===== config.mk =====
export PLATFORM = sky130hd
export DESIGN_NAME = csss_clock_switch
export DESIGN_NICKNAME = d
export VERILOG_FILES = /design/src/design/csss_pkg.sv /design/src/design/csss_osc_if.sv /design/src/design/csss_clock_switch.sv /design/src/design/csss_internal_osc.sv
export VERILOG_INCLUDE_DIRS = /design/src /design/src/design
export SDC_FILE = /design/constraint.sdc
export NUM_CORES = 1
export LEC_CHECK = 0
export CAP_MARGIN = 25
export CORE_AREA = 2 2 131 133
export CTS_CLUSTER_DIAMETER = 50
export DETAILED_ROUTE_END_ITERATION = 7
export DIE_AREA = 0 0 133 135
export DONT_BUFFER_PORTS = 1
export PLACE_DENSITY_LB_ADDON = 0.3
export SETUP_SLACK_MARGIN = 0.05
export SLEW_MARGIN = 15
export SYNTH_ARGS = -nofsm -noshare
export SYNTH_HDL_FRONTEND = slang
export SYNTH_SLANG_ARGS = --single-unit

===== constraint.sdc =====
create_clock -name sys_clk -period 3.2 [get_ports sys_clk]
set_input_delay 0.32 -clock sys_clk [delete_from_list [all_inputs] [get_ports sys_clk]]
set_output_delay 0.32 -clock sys_clk [all_outputs]
set_load 0.01 [all_outputs]

===== src/design/csss_regs.svh =====
// Constants of the clock source select and switch block.
// Assumes the including file defines nothing with the CSSS_ prefix.
`ifndef CSSS_REGS_SVH
`define CSSS_REGS_SVH

// System clock rate in kHz (125 MHz, 8 ns period).
`define CSSS_SYS_CLK_KHZ 125000
// Nominal internal oscillator rates in kHz for the three settings.
`define CSSS_INT_FREQ_LOW_KHZ 4000
`define CSSS_INT_FREQ_MID_KHZ 8000
`define CSSS_INT_FREQ_HIGH_KHZ 12800
// Width of the phase accumulator that models the internal oscillator.
`define CSSS_ACC_WIDTH 16
// One trim step scales the phase step by 2 to the minus this shift.
`define CSSS_TRIM_SHIFT 9
// Width of the trim value.
`define CSSS_TRIM_WIDTH 8
// Rising edges of the external clock that prove activity.
`define CSSS_ACTIVITY_EDGES 2
// Reset values.
`define CSSS_RESET_LEVEL 1'b0
`define CSSS_RESET_AMP 3'h0

`endif


===== src/design/csss_pkg.sv =====
// Types shared by the clock source select and switch block.
// Assumes csss_regs.svh is on the include path.
package csss_pkg;

    // Clock source choice.
    typedef enum logic [1:0] {
        CSSS_SRC_INTERNAL = 2'b00,
        CSSS_SRC_DIRECT = 2'b01,
        CSSS_SRC_RC = 2'b10,
        CSSS_SRC_CRYSTAL = 2'b11
    } csss_source_type;

    // Internal oscillator rate choice.
    typedef enum logic [1:0] {
        CSSS_FREQ_4M0 = 2'b00,
        CSSS_FREQ_8M0 = 2'b01,
        CSSS_FREQ_12M8 = 2'b10,
        CSSS_FREQ_RESERVED = 2'b11
    } csss_freq_type;

    // Crystal amplifier range choice.
    typedef enum logic [1:0] {
        CSSS_XTAL_8M_32M = 2'b00,
        CSSS_XTAL_1M_8M = 2'b01,
        CSSS_XTAL_32K_100K = 2'b10,
        CSSS_XTAL_RESERVED = 2'b11
    } csss_xtal_range_type;

    // Source switch sequence.
    typedef enum logic [2:0] {
        CSSS_SW_INT_RUN = 3'b000,
        CSSS_SW_EXT_CHECK = 3'b001,
        CSSS_SW_EXT_HANDOVER = 3'b010,
        CSSS_SW_EXT_RUN = 3'b011,
        CSSS_SW_INT_HANDOVER = 3'b100
    } csss_switch_type;

endpackage


===== src/design/csss_osc_if.sv =====
// Link between the switch control and the internal oscillator model.
// Assumes both ends run on the same system clock.
`timescale 1ns/1ps
`default_nettype none

interface csss_osc_if;
    logic run;
    csss_pkg::csss_freq_type freq_select;
    logic [7:0] trim;
    logic clock_level;

    modport ctrl (output run, output freq_select, output trim, input clock_level);
    modport osc (input run, input freq_select, input trim, output clock_level);
endinterface

`default_nettype wire


===== src/design/csss_clock_switch.sv =====
// Clock source selection, glitch-free switching and clock-output pin control.
// Assumes software bits arrive on sys_clk; clock_input_pin is asynchronous.
`timescale 1ns/1ps
`default_nettype none
`include "csss_regs.svh"

// Notes on behaviour
// - bus_clock_times_two runs at half of bus_clock_times_four.
// - The bus clock runs at a quarter of the active source clock.
// - Internal oscillator offers 12.8, 8.0 or 4.0 MHz for 3.2, 2.0, 1.0 MHz buses.
// - Reset selects the internal oscillator at its lowest rate.
// - The trim value is 8 bits, signed, from +127 down to -128.
// - A larger trim lengthens the internal period; a smaller one shortens it.
// - External source enables the input pin; crystal also drives the output pin.
// - Two external rising edges prove activity before the switch.
// - Switch is glitch-free; engaged status sets before the internal oscillator stops.
// - Direct mode uses the input pin as times-four and halves it for times-two.
// - Direct mode forces the clock-output enable off.
// - Crystal mode reserves the output pin and ignores the clock-output enable.
// - RC mode outputs the clock only when the clock-output enable is set.
// - No interrupts and no break-affected status flags.
// - The block runs normally in wait mode.
// - In stop mode it runs only when run_in_stop_enable is set.
// - Internal mode releases the input pin to other functions once engaged status clears.
// - Internal mode outputs times-four on the pin when clock-output is enabled.
// - Source codes: 00 internal, 01 direct, 10 RC, 11 crystal.
// - Rate codes: 00 4.0 MHz, 01 8.0 MHz, 10 12.8 MHz, 11 reserved.
// - Range codes enable one of three amplifiers; 11 enables none.
// - Reset clears the enable; engaged status reads 1 while external drives.
module csss_clock_switch #(
    parameter int ACC_WIDTH = `CSSS_ACC_WIDTH
) (
    input wire logic sys_clk,
    input wire logic reset,
    input wire csss_pkg::csss_source_type clock_source_select,
    input wire csss_pkg::csss_xtal_range_type crystal_range_select,
    input wire csss_pkg::csss_freq_type internal_freq_select,
    input wire logic external_clock_enable,
    input wire logic [7:0] internal_osc_trim,
    input wire logic clkout_pin_enable,
    input wire logic run_in_stop_enable,
    input wire logic stop_mode,
    input wire logic clock_input_pin,
    output logic bus_clock_times_four,
    output logic bus_clock_times_two,
    output logic bus_clock,
    output logic external_clock_engaged,
    output logic internal_osc_enable,
    output logic clock_input_pin_select,
    output logic [2:0] crystal_amp_enable,
    output logic clock_output_pin_out,
    output logic clock_output_pin_oe,
    output logic clkout_pin_enable_effective
);
    import csss_pkg::*;

    localparam logic [1:0] EDGES_NEEDED = 2'(`CSSS_ACTIVITY_EDGES);

    if (`CSSS_ACTIVITY_EDGES < 1 || `CSSS_ACTIVITY_EDGES > 3) begin : g_bad_edges
        $error("csss_clock_switch: activity edge count must lie between 1 and 3");
    end

    typedef struct packed {
        logic pin_first;
        logic pin_second;
        logic pin_prev;
        csss_switch_type phase;
        logic [1:0] edge_count;
        logic osc_run;
        logic engaged;
        logic times_four;
        logic times_two;
        logic bus;
        logic input_select;
        logic [2:0] amp;
        logic pin_out;
        logic pin_oe;
        logic clkout_effective;
    } csss_switch_state_type;

    csss_switch_state_type state;
    csss_switch_state_type next_state;
    csss_osc_if osc_link();

    logic active;
    logic want_external;
    logic want_internal;
    logic ext_rise;
    logic source_level;
    logic both_low;

    csss_internal_osc #(
        .ACC_WIDTH(ACC_WIDTH)
    ) u_internal_osc (
        .sys_clk(sys_clk),
        .reset(reset),
        .link(osc_link)
    );

    // The trim is passed through as written; the factory value is never fetched.
    assign osc_link.trim = internal_osc_trim;
    assign osc_link.freq_select = internal_freq_select;
    assign osc_link.run = state.osc_run;

    always_comb begin
        next_state = state;

        // Wait mode has no input here: only stop mode halts the block.
        active = !(stop_mode && !run_in_stop_enable);

        // Software has already waited for the source to settle before enabling.
        want_external = external_clock_enable && (clock_source_select != CSSS_SRC_INTERNAL);
        want_internal = !external_clock_enable && (clock_source_select == CSSS_SRC_INTERNAL);

        next_state.pin_first = clock_input_pin;
        next_state.pin_second = state.pin_first;
        next_state.pin_prev = state.pin_second;
        ext_rise = active && state.pin_second && !state.pin_prev;
        // Handover only while both clocks sit low, so no short pulse escapes.
        both_low = !state.pin_second && !osc_link.clock_level;

        unique case (state.phase)
            CSSS_SW_INT_RUN: begin
                next_state.edge_count = 2'h0;
                next_state.osc_run = active;
                if (want_external && active) begin
                    next_state.phase = CSSS_SW_EXT_CHECK;
                end
            end
            CSSS_SW_EXT_CHECK: begin
                next_state.osc_run = active;
                if (!want_external) begin
                    next_state.phase = CSSS_SW_INT_RUN;
                end else if (ext_rise) begin
                    next_state.edge_count = state.edge_count + 2'h1;
                    if (state.edge_count + 2'h1 == EDGES_NEEDED) begin
                        next_state.phase = CSSS_SW_EXT_HANDOVER;
                    end
                end
            end
            CSSS_SW_EXT_HANDOVER: begin
                next_state.osc_run = active;
                if (!want_external) begin
                    next_state.phase = CSSS_SW_INT_RUN;
                end else if (both_low) begin
                    // Status rises here; the oscillator stops one edge later.
                    next_state.engaged = 1'b1;
                    next_state.phase = CSSS_SW_EXT_RUN;
                end
            end
            CSSS_SW_EXT_RUN: begin
                next_state.osc_run = 1'b0;
                if (want_internal) begin
                    next_state.osc_run = active;
                    next_state.phase = CSSS_SW_INT_HANDOVER;
                end
            end
            CSSS_SW_INT_HANDOVER: begin
                next_state.osc_run = active;
                if (!want_internal) begin
                    next_state.osc_run = 1'b0;
                    next_state.phase = CSSS_SW_EXT_RUN;
                end else if (both_low && state.osc_run) begin
                    next_state.engaged = 1'b0;
                    next_state.edge_count = 2'h0;
                    next_state.phase = CSSS_SW_INT_RUN;
                end
            end
            default: begin
                next_state.phase = CSSS_SW_INT_RUN;
                next_state.engaged = 1'b0;
                next_state.osc_run = 1'b1;
            end
        endcase

        // The pin level is taken unchanged as times-four once engaged.
        source_level = state.engaged ? state.pin_second : osc_link.clock_level;
        next_state.times_four = active ? source_level : 1'b0;
        if (next_state.times_four && !state.times_four) begin
            next_state.times_two = !state.times_two;
            if (!state.times_two) begin
                next_state.bus = !state.bus;
            end
        end

        // Pin ownership follows the selected source.
        next_state.amp = `CSSS_RESET_AMP;
        unique case (clock_source_select)
            CSSS_SRC_INTERNAL: begin
                next_state.input_select = state.engaged;
                next_state.pin_oe = clkout_pin_enable;
                next_state.pin_out = next_state.times_four;
                next_state.clkout_effective = clkout_pin_enable;
            end
            CSSS_SRC_DIRECT: begin
                next_state.input_select = 1'b1;
                next_state.pin_oe = 1'b0;
                next_state.pin_out = 1'b0;
                next_state.clkout_effective = 1'b0;
            end
            CSSS_SRC_RC: begin
                next_state.input_select = 1'b1;
                next_state.pin_oe = clkout_pin_enable;
                next_state.pin_out = next_state.times_four;
                next_state.clkout_effective = clkout_pin_enable;
            end
            CSSS_SRC_CRYSTAL: begin
                next_state.input_select = 1'b1;
                // The amplifier drives the inverse of the input pin.
                next_state.pin_oe = 1'b1;
                next_state.pin_out = !state.pin_second;
                next_state.clkout_effective = 1'b0;
                unique case (crystal_range_select)
                    CSSS_XTAL_8M_32M: next_state.amp = 3'h1;
                    CSSS_XTAL_1M_8M: next_state.amp = 3'h2;
                    CSSS_XTAL_32K_100K: next_state.amp = 3'h4;
                    CSSS_XTAL_RESERVED: next_state.amp = `CSSS_RESET_AMP;
                endcase
            end
        endcase
    end

    // Nothing here raises a request or keeps a break-sensitive flag.
    always_ff @(posedge sys_clk or posedge reset) begin
        if (reset) begin
            state.pin_first <= `CSSS_RESET_LEVEL;
            state.pin_second <= `CSSS_RESET_LEVEL;
            state.pin_prev <= `CSSS_RESET_LEVEL;
            state.phase <= CSSS_SW_INT_RUN;
            state.edge_count <= 2'h0;
            state.osc_run <= 1'b1;
            state.engaged <= 1'b0;
            state.times_four <= `CSSS_RESET_LEVEL;
            state.times_two <= `CSSS_RESET_LEVEL;
            state.bus <= `CSSS_RESET_LEVEL;
            state.input_select <= 1'b0;
            state.amp <= `CSSS_RESET_AMP;
            state.pin_out <= 1'b0;
            state.pin_oe <= 1'b0;
            state.clkout_effective <= 1'b0;
        end else begin
            state <= next_state;
        end
    end

    assign bus_clock_times_four = state.times_four;
    assign bus_clock_times_two = state.times_two;
    assign bus_clock = state.bus;
    assign external_clock_engaged = state.engaged;
    assign internal_osc_enable = state.osc_run;
    assign clock_input_pin_select = state.input_select;
    assign crystal_amp_enable = state.amp;
    assign clock_output_pin_out = state.pin_out;
    assign clock_output_pin_oe = state.pin_oe;
    assign clkout_pin_enable_effective = state.clkout_effective;
endmodule

`default_nettype wire


===== src/design/csss_internal_osc.sv =====
// Digital model of the trimmable internal oscillator as a phase accumulator.
// Assumes the controller holds run low to freeze it in a stopped state.
`timescale 1ns/1ps
`default_nettype none
`include "csss_regs.svh"

module csss_internal_osc #(
    parameter int ACC_WIDTH = `CSSS_ACC_WIDTH
) (
    input wire logic sys_clk,
    input wire logic reset,
    csss_osc_if.osc link
);
    import csss_pkg::*;

    localparam int STEP_LOW = (`CSSS_INT_FREQ_LOW_KHZ * (1 << ACC_WIDTH)) / `CSSS_SYS_CLK_KHZ;
    localparam int STEP_MID = (`CSSS_INT_FREQ_MID_KHZ * (1 << ACC_WIDTH)) / `CSSS_SYS_CLK_KHZ;
    localparam int STEP_HIGH = (`CSSS_INT_FREQ_HIGH_KHZ * (1 << ACC_WIDTH)) / `CSSS_SYS_CLK_KHZ;
    localparam int PROD_WIDTH = ACC_WIDTH + `CSSS_TRIM_WIDTH + 1;

    if (ACC_WIDTH < 12 || ACC_WIDTH > 16) begin : g_bad_width
        $error("csss_internal_osc: ACC_WIDTH must lie between 12 and 16");
    end

    typedef struct packed {
        logic [ACC_WIDTH-1:0] phase;
        logic level;
    } csss_osc_state_type;

    csss_osc_state_type state;
    csss_osc_state_type next_state;
    logic signed [PROD_WIDTH-1:0] base_step;
    logic signed [PROD_WIDTH-1:0] trim_delta;
    logic signed [PROD_WIDTH-1:0] trimmed_step;

    always_comb begin
        next_state = state;
        unique case (link.freq_select)
            CSSS_FREQ_8M0: base_step = PROD_WIDTH'(STEP_MID);
            CSSS_FREQ_12M8: base_step = PROD_WIDTH'(STEP_HIGH);
            CSSS_FREQ_4M0, CSSS_FREQ_RESERVED: base_step = PROD_WIDTH'(STEP_LOW);
        endcase
        // A larger trim shrinks the phase step, so the period grows.
        trim_delta = PROD_WIDTH'((base_step * $signed(link.trim)) >>> `CSSS_TRIM_SHIFT);
        trimmed_step = base_step - trim_delta;
        if (link.run) begin
            next_state.phase = state.phase + trimmed_step[ACC_WIDTH-1:0];
            next_state.level = next_state.phase[ACC_WIDTH-1];
        end
    end

    always_ff @(posedge sys_clk or posedge reset) begin
        if (reset) begin
            state <= '0;
        end else begin
            state <= next_state;
        end
    end

    assign link.clock_level = state.level;
endmodule

`default_nettype wire


* Yosys cells after proc, flatten, opt, wreduce, memory -nomap -nowiden
Index checks and enable logic that the tools add are counted.
** Word-level totals
- Bits of input ports :: 21
- Register bits after elaboration :: 37
** Operators by class
- Bitwise operators :: 2
- Reduce and logical (&&, ||, !) cells :: 34
- Multiply operators :: 1
- Equal/unequal tests :: 26
- Add/subtract/negate cells :: 3
- Mux-type cells :: 27
** Operators with widths (count)
- one-hot mux 25 bit (3 select lines) :: 1
- multiplier 25 x 8 -> 25 bit :: 1
- two-way mux 3 bit :: 8
- adder 16 bit :: 1
- != test 2 bit, second input constant :: 8
- subtractor 16 bit :: 1
- one-hot mux 3 bit (5 select lines) :: 1
- equality test 2 bit, second input constant :: 7
- != test 3 bit, second input constant :: 4
- one-hot mux 3 bit (4 select lines) :: 1
- two-way mux 5 bit :: 2
- AND reduction 5 bit :: 2
- logical AND 1 bit :: 9
- logical NOT 1 bit :: 9
- one-hot mux 3 bit (3 select lines) :: 1
- OR reduction 3 bit :: 3
- two-way mux 1 bit :: 7
- equality test 2 x 1 -> 1 bit, second input constant :: 3
- equality test 3 x 2 -> 1 bit, second input constant :: 2
- logical NOT 2 bit :: 3
- one-hot mux 2 bit (3 select lines) :: 1
- AND reduction 6 bit :: 1
- OR reduction 2 bit :: 3
- two-way mux 2 bit :: 2
- 10 further kinds :: 12

* Depth between registers and ports, before layout
- Depth in word-level cells :: 8
- Gate-level depth with buffers :: 35
- Depth with buffers taken out :: 34

* Modules after synthesis
Synthesis repeated with hierarchy kept, for this count alone.
** Second synthesis, totals
- Cells, all modules :: 599
- Area, all modules :: 5322.6 um^2
** Modules (own cells, without submodules)
- csss_internal_osc :: cells an instance 504, area each 4337.9 um^2, instances 1
- csss_clock_switch :: cells an instance 95, area each 984.7 um^2, instances 1

* Worst setup path before layout
OpenSTA, ideal clock, no wires.
- Kind :: input -> register
- Start point :: input port internal_freq_select[0]
- End point :: register u_internal_osc.state[16] (netlist name)
- Data arrival time :: 7.434 ns
- Path slack :: -4.356 ns
- Cell stages on the path :: 34
- Setup time :: 0.123 ns
- Path through :: inv_1 -> ha_1 -> clkbuf_1 -> nor2_1 -> inv_1 -> fa_1 -> fa_1 -> inv_1 -> fa_1 -> inv_1 -> fa_1 -> inv_1 -> ha_1 -> nand4_1 -> o221ai_1 -> a211o_1 -> o41ai_4 -> o21ba_2 -> nor2b_1 -> o21a_1 -> o21ai_0 -> nand2b_1 -> xnor2_1 -> fa_1 -> ha_1 -> and4_1 -> nand2_1 -> o21ai_0 -> a21oi_1 -> a21oi_1 -> xnor2_1 -> or2_2 -> mux2_1 -> xnor2_1
** Between the ends
- Cells in the longest elaborated chain, start to end :: 6
- Elaborated cells between the ends (all ways) :: 9
- Classes of those cells :: add/sub: 2; mul: 1; eq/ne: 3; mux: 1; reduce/logical: 2
** RTL lines
- start, declared :: line csss_clock_switch.sv:37 : input wire csss_pkg::csss_freq_type internal_freq_select,
- equality test 2 bit or logical NOT 2 bit (tied branches) :: line csss_internal_osc.sv:38 : unique case (link.freq_select)
- OR reduction 2 bit :: line csss_internal_osc.sv:38
- one-hot mux 25 bit (3 select lines) * :: line csss_internal_osc.sv:38
- multiplier 25 x 8 -> 25 bit :: line csss_internal_osc.sv:44 : trim_delta = PROD_WIDTH'((base_step * $signed(link.trim)) >>> `CSSS_TRIM_SHIFT);
- subtractor 16 bit * :: line csss_internal_osc.sv:45 : trimmed_step = base_step - trim_delta;
- adder 16 bit * :: line csss_internal_osc.sv:47 : next_state.phase = state.phase + trimmed_step[ACC_WIDTH-1:0];
- end signal, assigned :: line csss_internal_osc.sv:56 : state <= next_state;
- end, declared :: line csss_internal_osc.sv:30 : csss_osc_state_type state;
Mark *: on every way between the ends. The rest lies on a longest branch, timed or not. The select of a mux whose other input is x is not followed.
A chain may end at the register's enable or synchronous reset.

* Worst setup path in the final report
- Start point :: input port internal_freq_select[1]
- End point :: register u_internal_osc.state[16] (netlist name)
The elaborated chain is that of the path after synthesis.

==> impl_metrics.env <==
export IMPL_syn_nets=709
export IMPL_grt_ovfl_total=0
export IMPL_drive_above_1_share=0.325
export IMPL_setup_viol=16
export IMPL_synth_fa_ha_area_frac=0.411
export IMPL_instances_no_fill=884
export IMPL_required_ps=3380
export IMPL_relSlewSlack=0.587
export IMPL_rows=47
export IMPL_chipWidth_um=133
export IMPL_path_buf_inv=5
export IMPL_syn_avg_cell_area_um2=9.11
export IMPL_crit_top_cell="fa_1"
export IMPL_cap_violations=0
export IMPL_syn_area_um2=5010
export IMPL_final_nets=822
export IMPL_finalHoldViolCount=0
export IMPL_run_status="complete, but fails checks"
export IMPL_min_path_type="primary input to async pin"
export IMPL_cts_tree="done"
export IMPL_synthDominantCellAreaShare=0.235
export IMPL_synth_seq_cells=36
export IMPL_yosysTopAreaCell="ha_1"
export IMPL_failed_checks="setup timing"
export IMPL_async_flop_share=1.00
export IMPL_die_y_um=135
export IMPL_fin_crit_sh=2.07
export IMPL_grt_pass1_vias=4316
export IMPL_cts_sinks=36
export IMPL_maxSlewViolCount=0
export IMPL_max_freq_ghz=0.151
export IMPL_core_um2=16400
export IMPL_dieArea_um2=18000
export IMPL_stdcell_area_um2=6830
export IMPL_io_pins=33
export IMPL_drtAntennaViolNets=0
export IMPL_synthSimpleGateAreaFrac=0.143
export IMPL_clk_path_buf_depth=2
export IMPL_synth_xor_xnor_area_share=0.0452
export IMPL_clock_skew_ps=13.6
export IMPL_critical_path_class="primary input to flop"
export IMPL_yosys_top_cells_area="ha_1 (23%), fa_1 (18%), dfrtp_1 (17%)"
export IMPL_arrival_ps=6810
export IMPL_grt_max_degree=37
export IMPL_syn2layout_area_growth_pct=36.3
export IMPL_viasPerCell=4.59
export IMPL_gp_congestion=0.810
export IMPL_synth_edff_count=0
export IMPL_antenna_found_initial=0
export IMPL_track_usage=0.138
export IMPL_wire_per_inst_um=13.2
export IMPL_clkSlewWorstSetupHoldPaths_ps=70
export IMPL_period_minus_slack_ps=6620
export IMPL_place_area_um2=6170
export IMPL_drt_iter0_markers=92
export IMPL_synth_seq_area_share=0.180
export IMPL_synth_ff_type="dfrtp_1"
export IMPL_synth_compound_gate_area_share=0.112
export IMPL_placedCellCount=858
export IMPL_syn_inst=550
export IMPL_drc=0
export IMPL_worst_setup_path_end_kind="flop"
export IMPL_synth_mux_area_frac=0.0132
export IMPL_yosysWarnings=0
export IMPL_ctsHoldBuffers=0
export IMPL_htree_levels=2
export IMPL_start_util=0.305
export IMPL_rsz0062_at_grt="yes"
export IMPL_worst_path_max_delay_cell="fa_1"
export IMPL_final_setup_tns_ps=-42080
export IMPL_worst_slack_ps=-3420
export IMPL_synth_top_family_by_area="adder cells"
export IMPL_wl_um=11700
export IMPL_dpl_hpwl_um=9450
export IMPL_crit_family="adder cells"
export IMPL_synth_cell_type_count=53
export IMPL_cp_start_kind="primary input"
export IMPL_worst_slew_pin_slew_ps=619
export IMPL_max_stage_delay_ps=500
export IMPL_io_buffers=0
export IMPL_num_antenna_cells=0
export IMPL_root_buffer="clkbuf_16"
export IMPL_via_count=4057
export IMPL_grt_pass1_wl_um=20300
export IMPL_cts_buffers=5
export IMPL_first_pass_iters=4
export IMPL_crit_fanout=5
export IMPL_insertion_delay_ps=290
## through the flow
stage | hold WS [ps] | setup slack [ps] | util
floorplan | 331 | -3860 | -
global placement | 338 | -3880 | 0.376
detailed placement | 337 | -3940 | 0.376
CTS | 54.7 | -3530 | 0.399
global route | 53.2 | -3710 | 0.416
finish | 34.7 | -3420 | 0.416
## flip-flops by register name, summed over array words and instances, names as in the netlist
name,flops
bus_clock_times_four,1
state,6
bus_clock,1
clock_output_pin_out,1
next_state,2
u_internal_osc.state,16
external_clock_engaged,1
clkout_pin_enable_effective,1
clock_input_pin_select,1
internal_osc_enable,1
bus_clock_times_two,1
clock_output_pin_oe,1
crystal_amp_enable,3
## cells in the final DEF, fill, tap and decap left out, types with 15 or more instances in the layout
cell,count
nor2b_1,19
buf_4,111
ha_1,76
dfrtp_1,35
a21oi_1,15
fa_1,42
nor2_1,17
and2_1,15
ha_4,18
nand2_1,24
inv_1,107
## metal layers
metal  GRT usage  share of wire  vias up
met5           0              0        -
met4      0.0352          0.013        0
met3      0.0206          0.029       10
met2       0.230           0.48       46
met1       0.188           0.47     1985
li1            -              -     2016
## timing repair
item                                    CTS  global route
resized for setup                        40            35
cloned                                    0             0
buffers inserted                          8            11
pin swaps                                53            48
endpoints found under the setup margin   16            16
## path summary, 6_finish.rpt
kind | start | to | slack [ps] | cells past startpoint
max reg2reg | u_internal_osc.state[2] | u_internal_osc.state[16] | 180 | 14
min reg2reg | next_state[18] | next_state[17] | 350 | 0
min in group sys_clk | clock_input_pin | next_state[18] | 70 | 0
max in group asynchronous | reset | internal_osc_enable | 2790 | 2
max | internal_freq_select[1] | u_internal_osc.state[16] | -3420 | 29
min | reset | u_internal_osc.state[14] | 30 | 2
## logic make-up after synthesis
kind of cell | count (synthesis)
DFF | 36
buffers and inverters | 124
adders and majority gates | 138
xor gates and xnor gates | 25
AOI/OAI and AO/OA | 84
and+or+nand+nor | 136
other | 1
muxes | 6
## layout make-up
cell class                      count  area (um2)
Multi-Input combinational cell    390        4150
Fill cell                        1585        9580
Clock buffer                        5         125
Tap cell                          220         275
Sequential cell                    36         902
Inverter                          113         429
Timing Repair Buffer              117         901
Clock inverter                      3        46.3
## Yosys cell counts (2+ instances only)
master / count
xnor2_1: 16
or3_1: 6
inv_1: 113
nand3_1: 6
ha_1: 94
buf_4: 3
xor2_1: 8
o31ai_1: 2
nor2_1: 22
dfrtp_1: 35
and2_1: 17
nor3b_1: 3
o211ai_1: 4
nor2b_1: 23
fa_1: 44
o21a_1: 4
a21boi_0: 2
a31oi_1: 3
a21oi_1: 25
nor3_1: 9
nand2_1: 28
o21ai_0: 18
a211o_1: 3
or2_2: 5
a21o_1: 5
o22ai_1: 3
mux2_2: 4
nand2b_1: 9
clkbuf_1: 8
and3_1: 5
## worst reg2reg max path, delay by kind of cell (launching register included)
family / cells / cell delay [ps]
fa+ha+maj: 2 / 840
compound gates: 5 / 770
simple gates: 2 / 370
flops: 1 / 340
mux: 1 / 270
xor+xnor: 2 / 200
buf+inv: 2 / 130
Power is not shown: default switching activity piles up to over one toggle a cycle in this logic, so the estimate is an artifact.
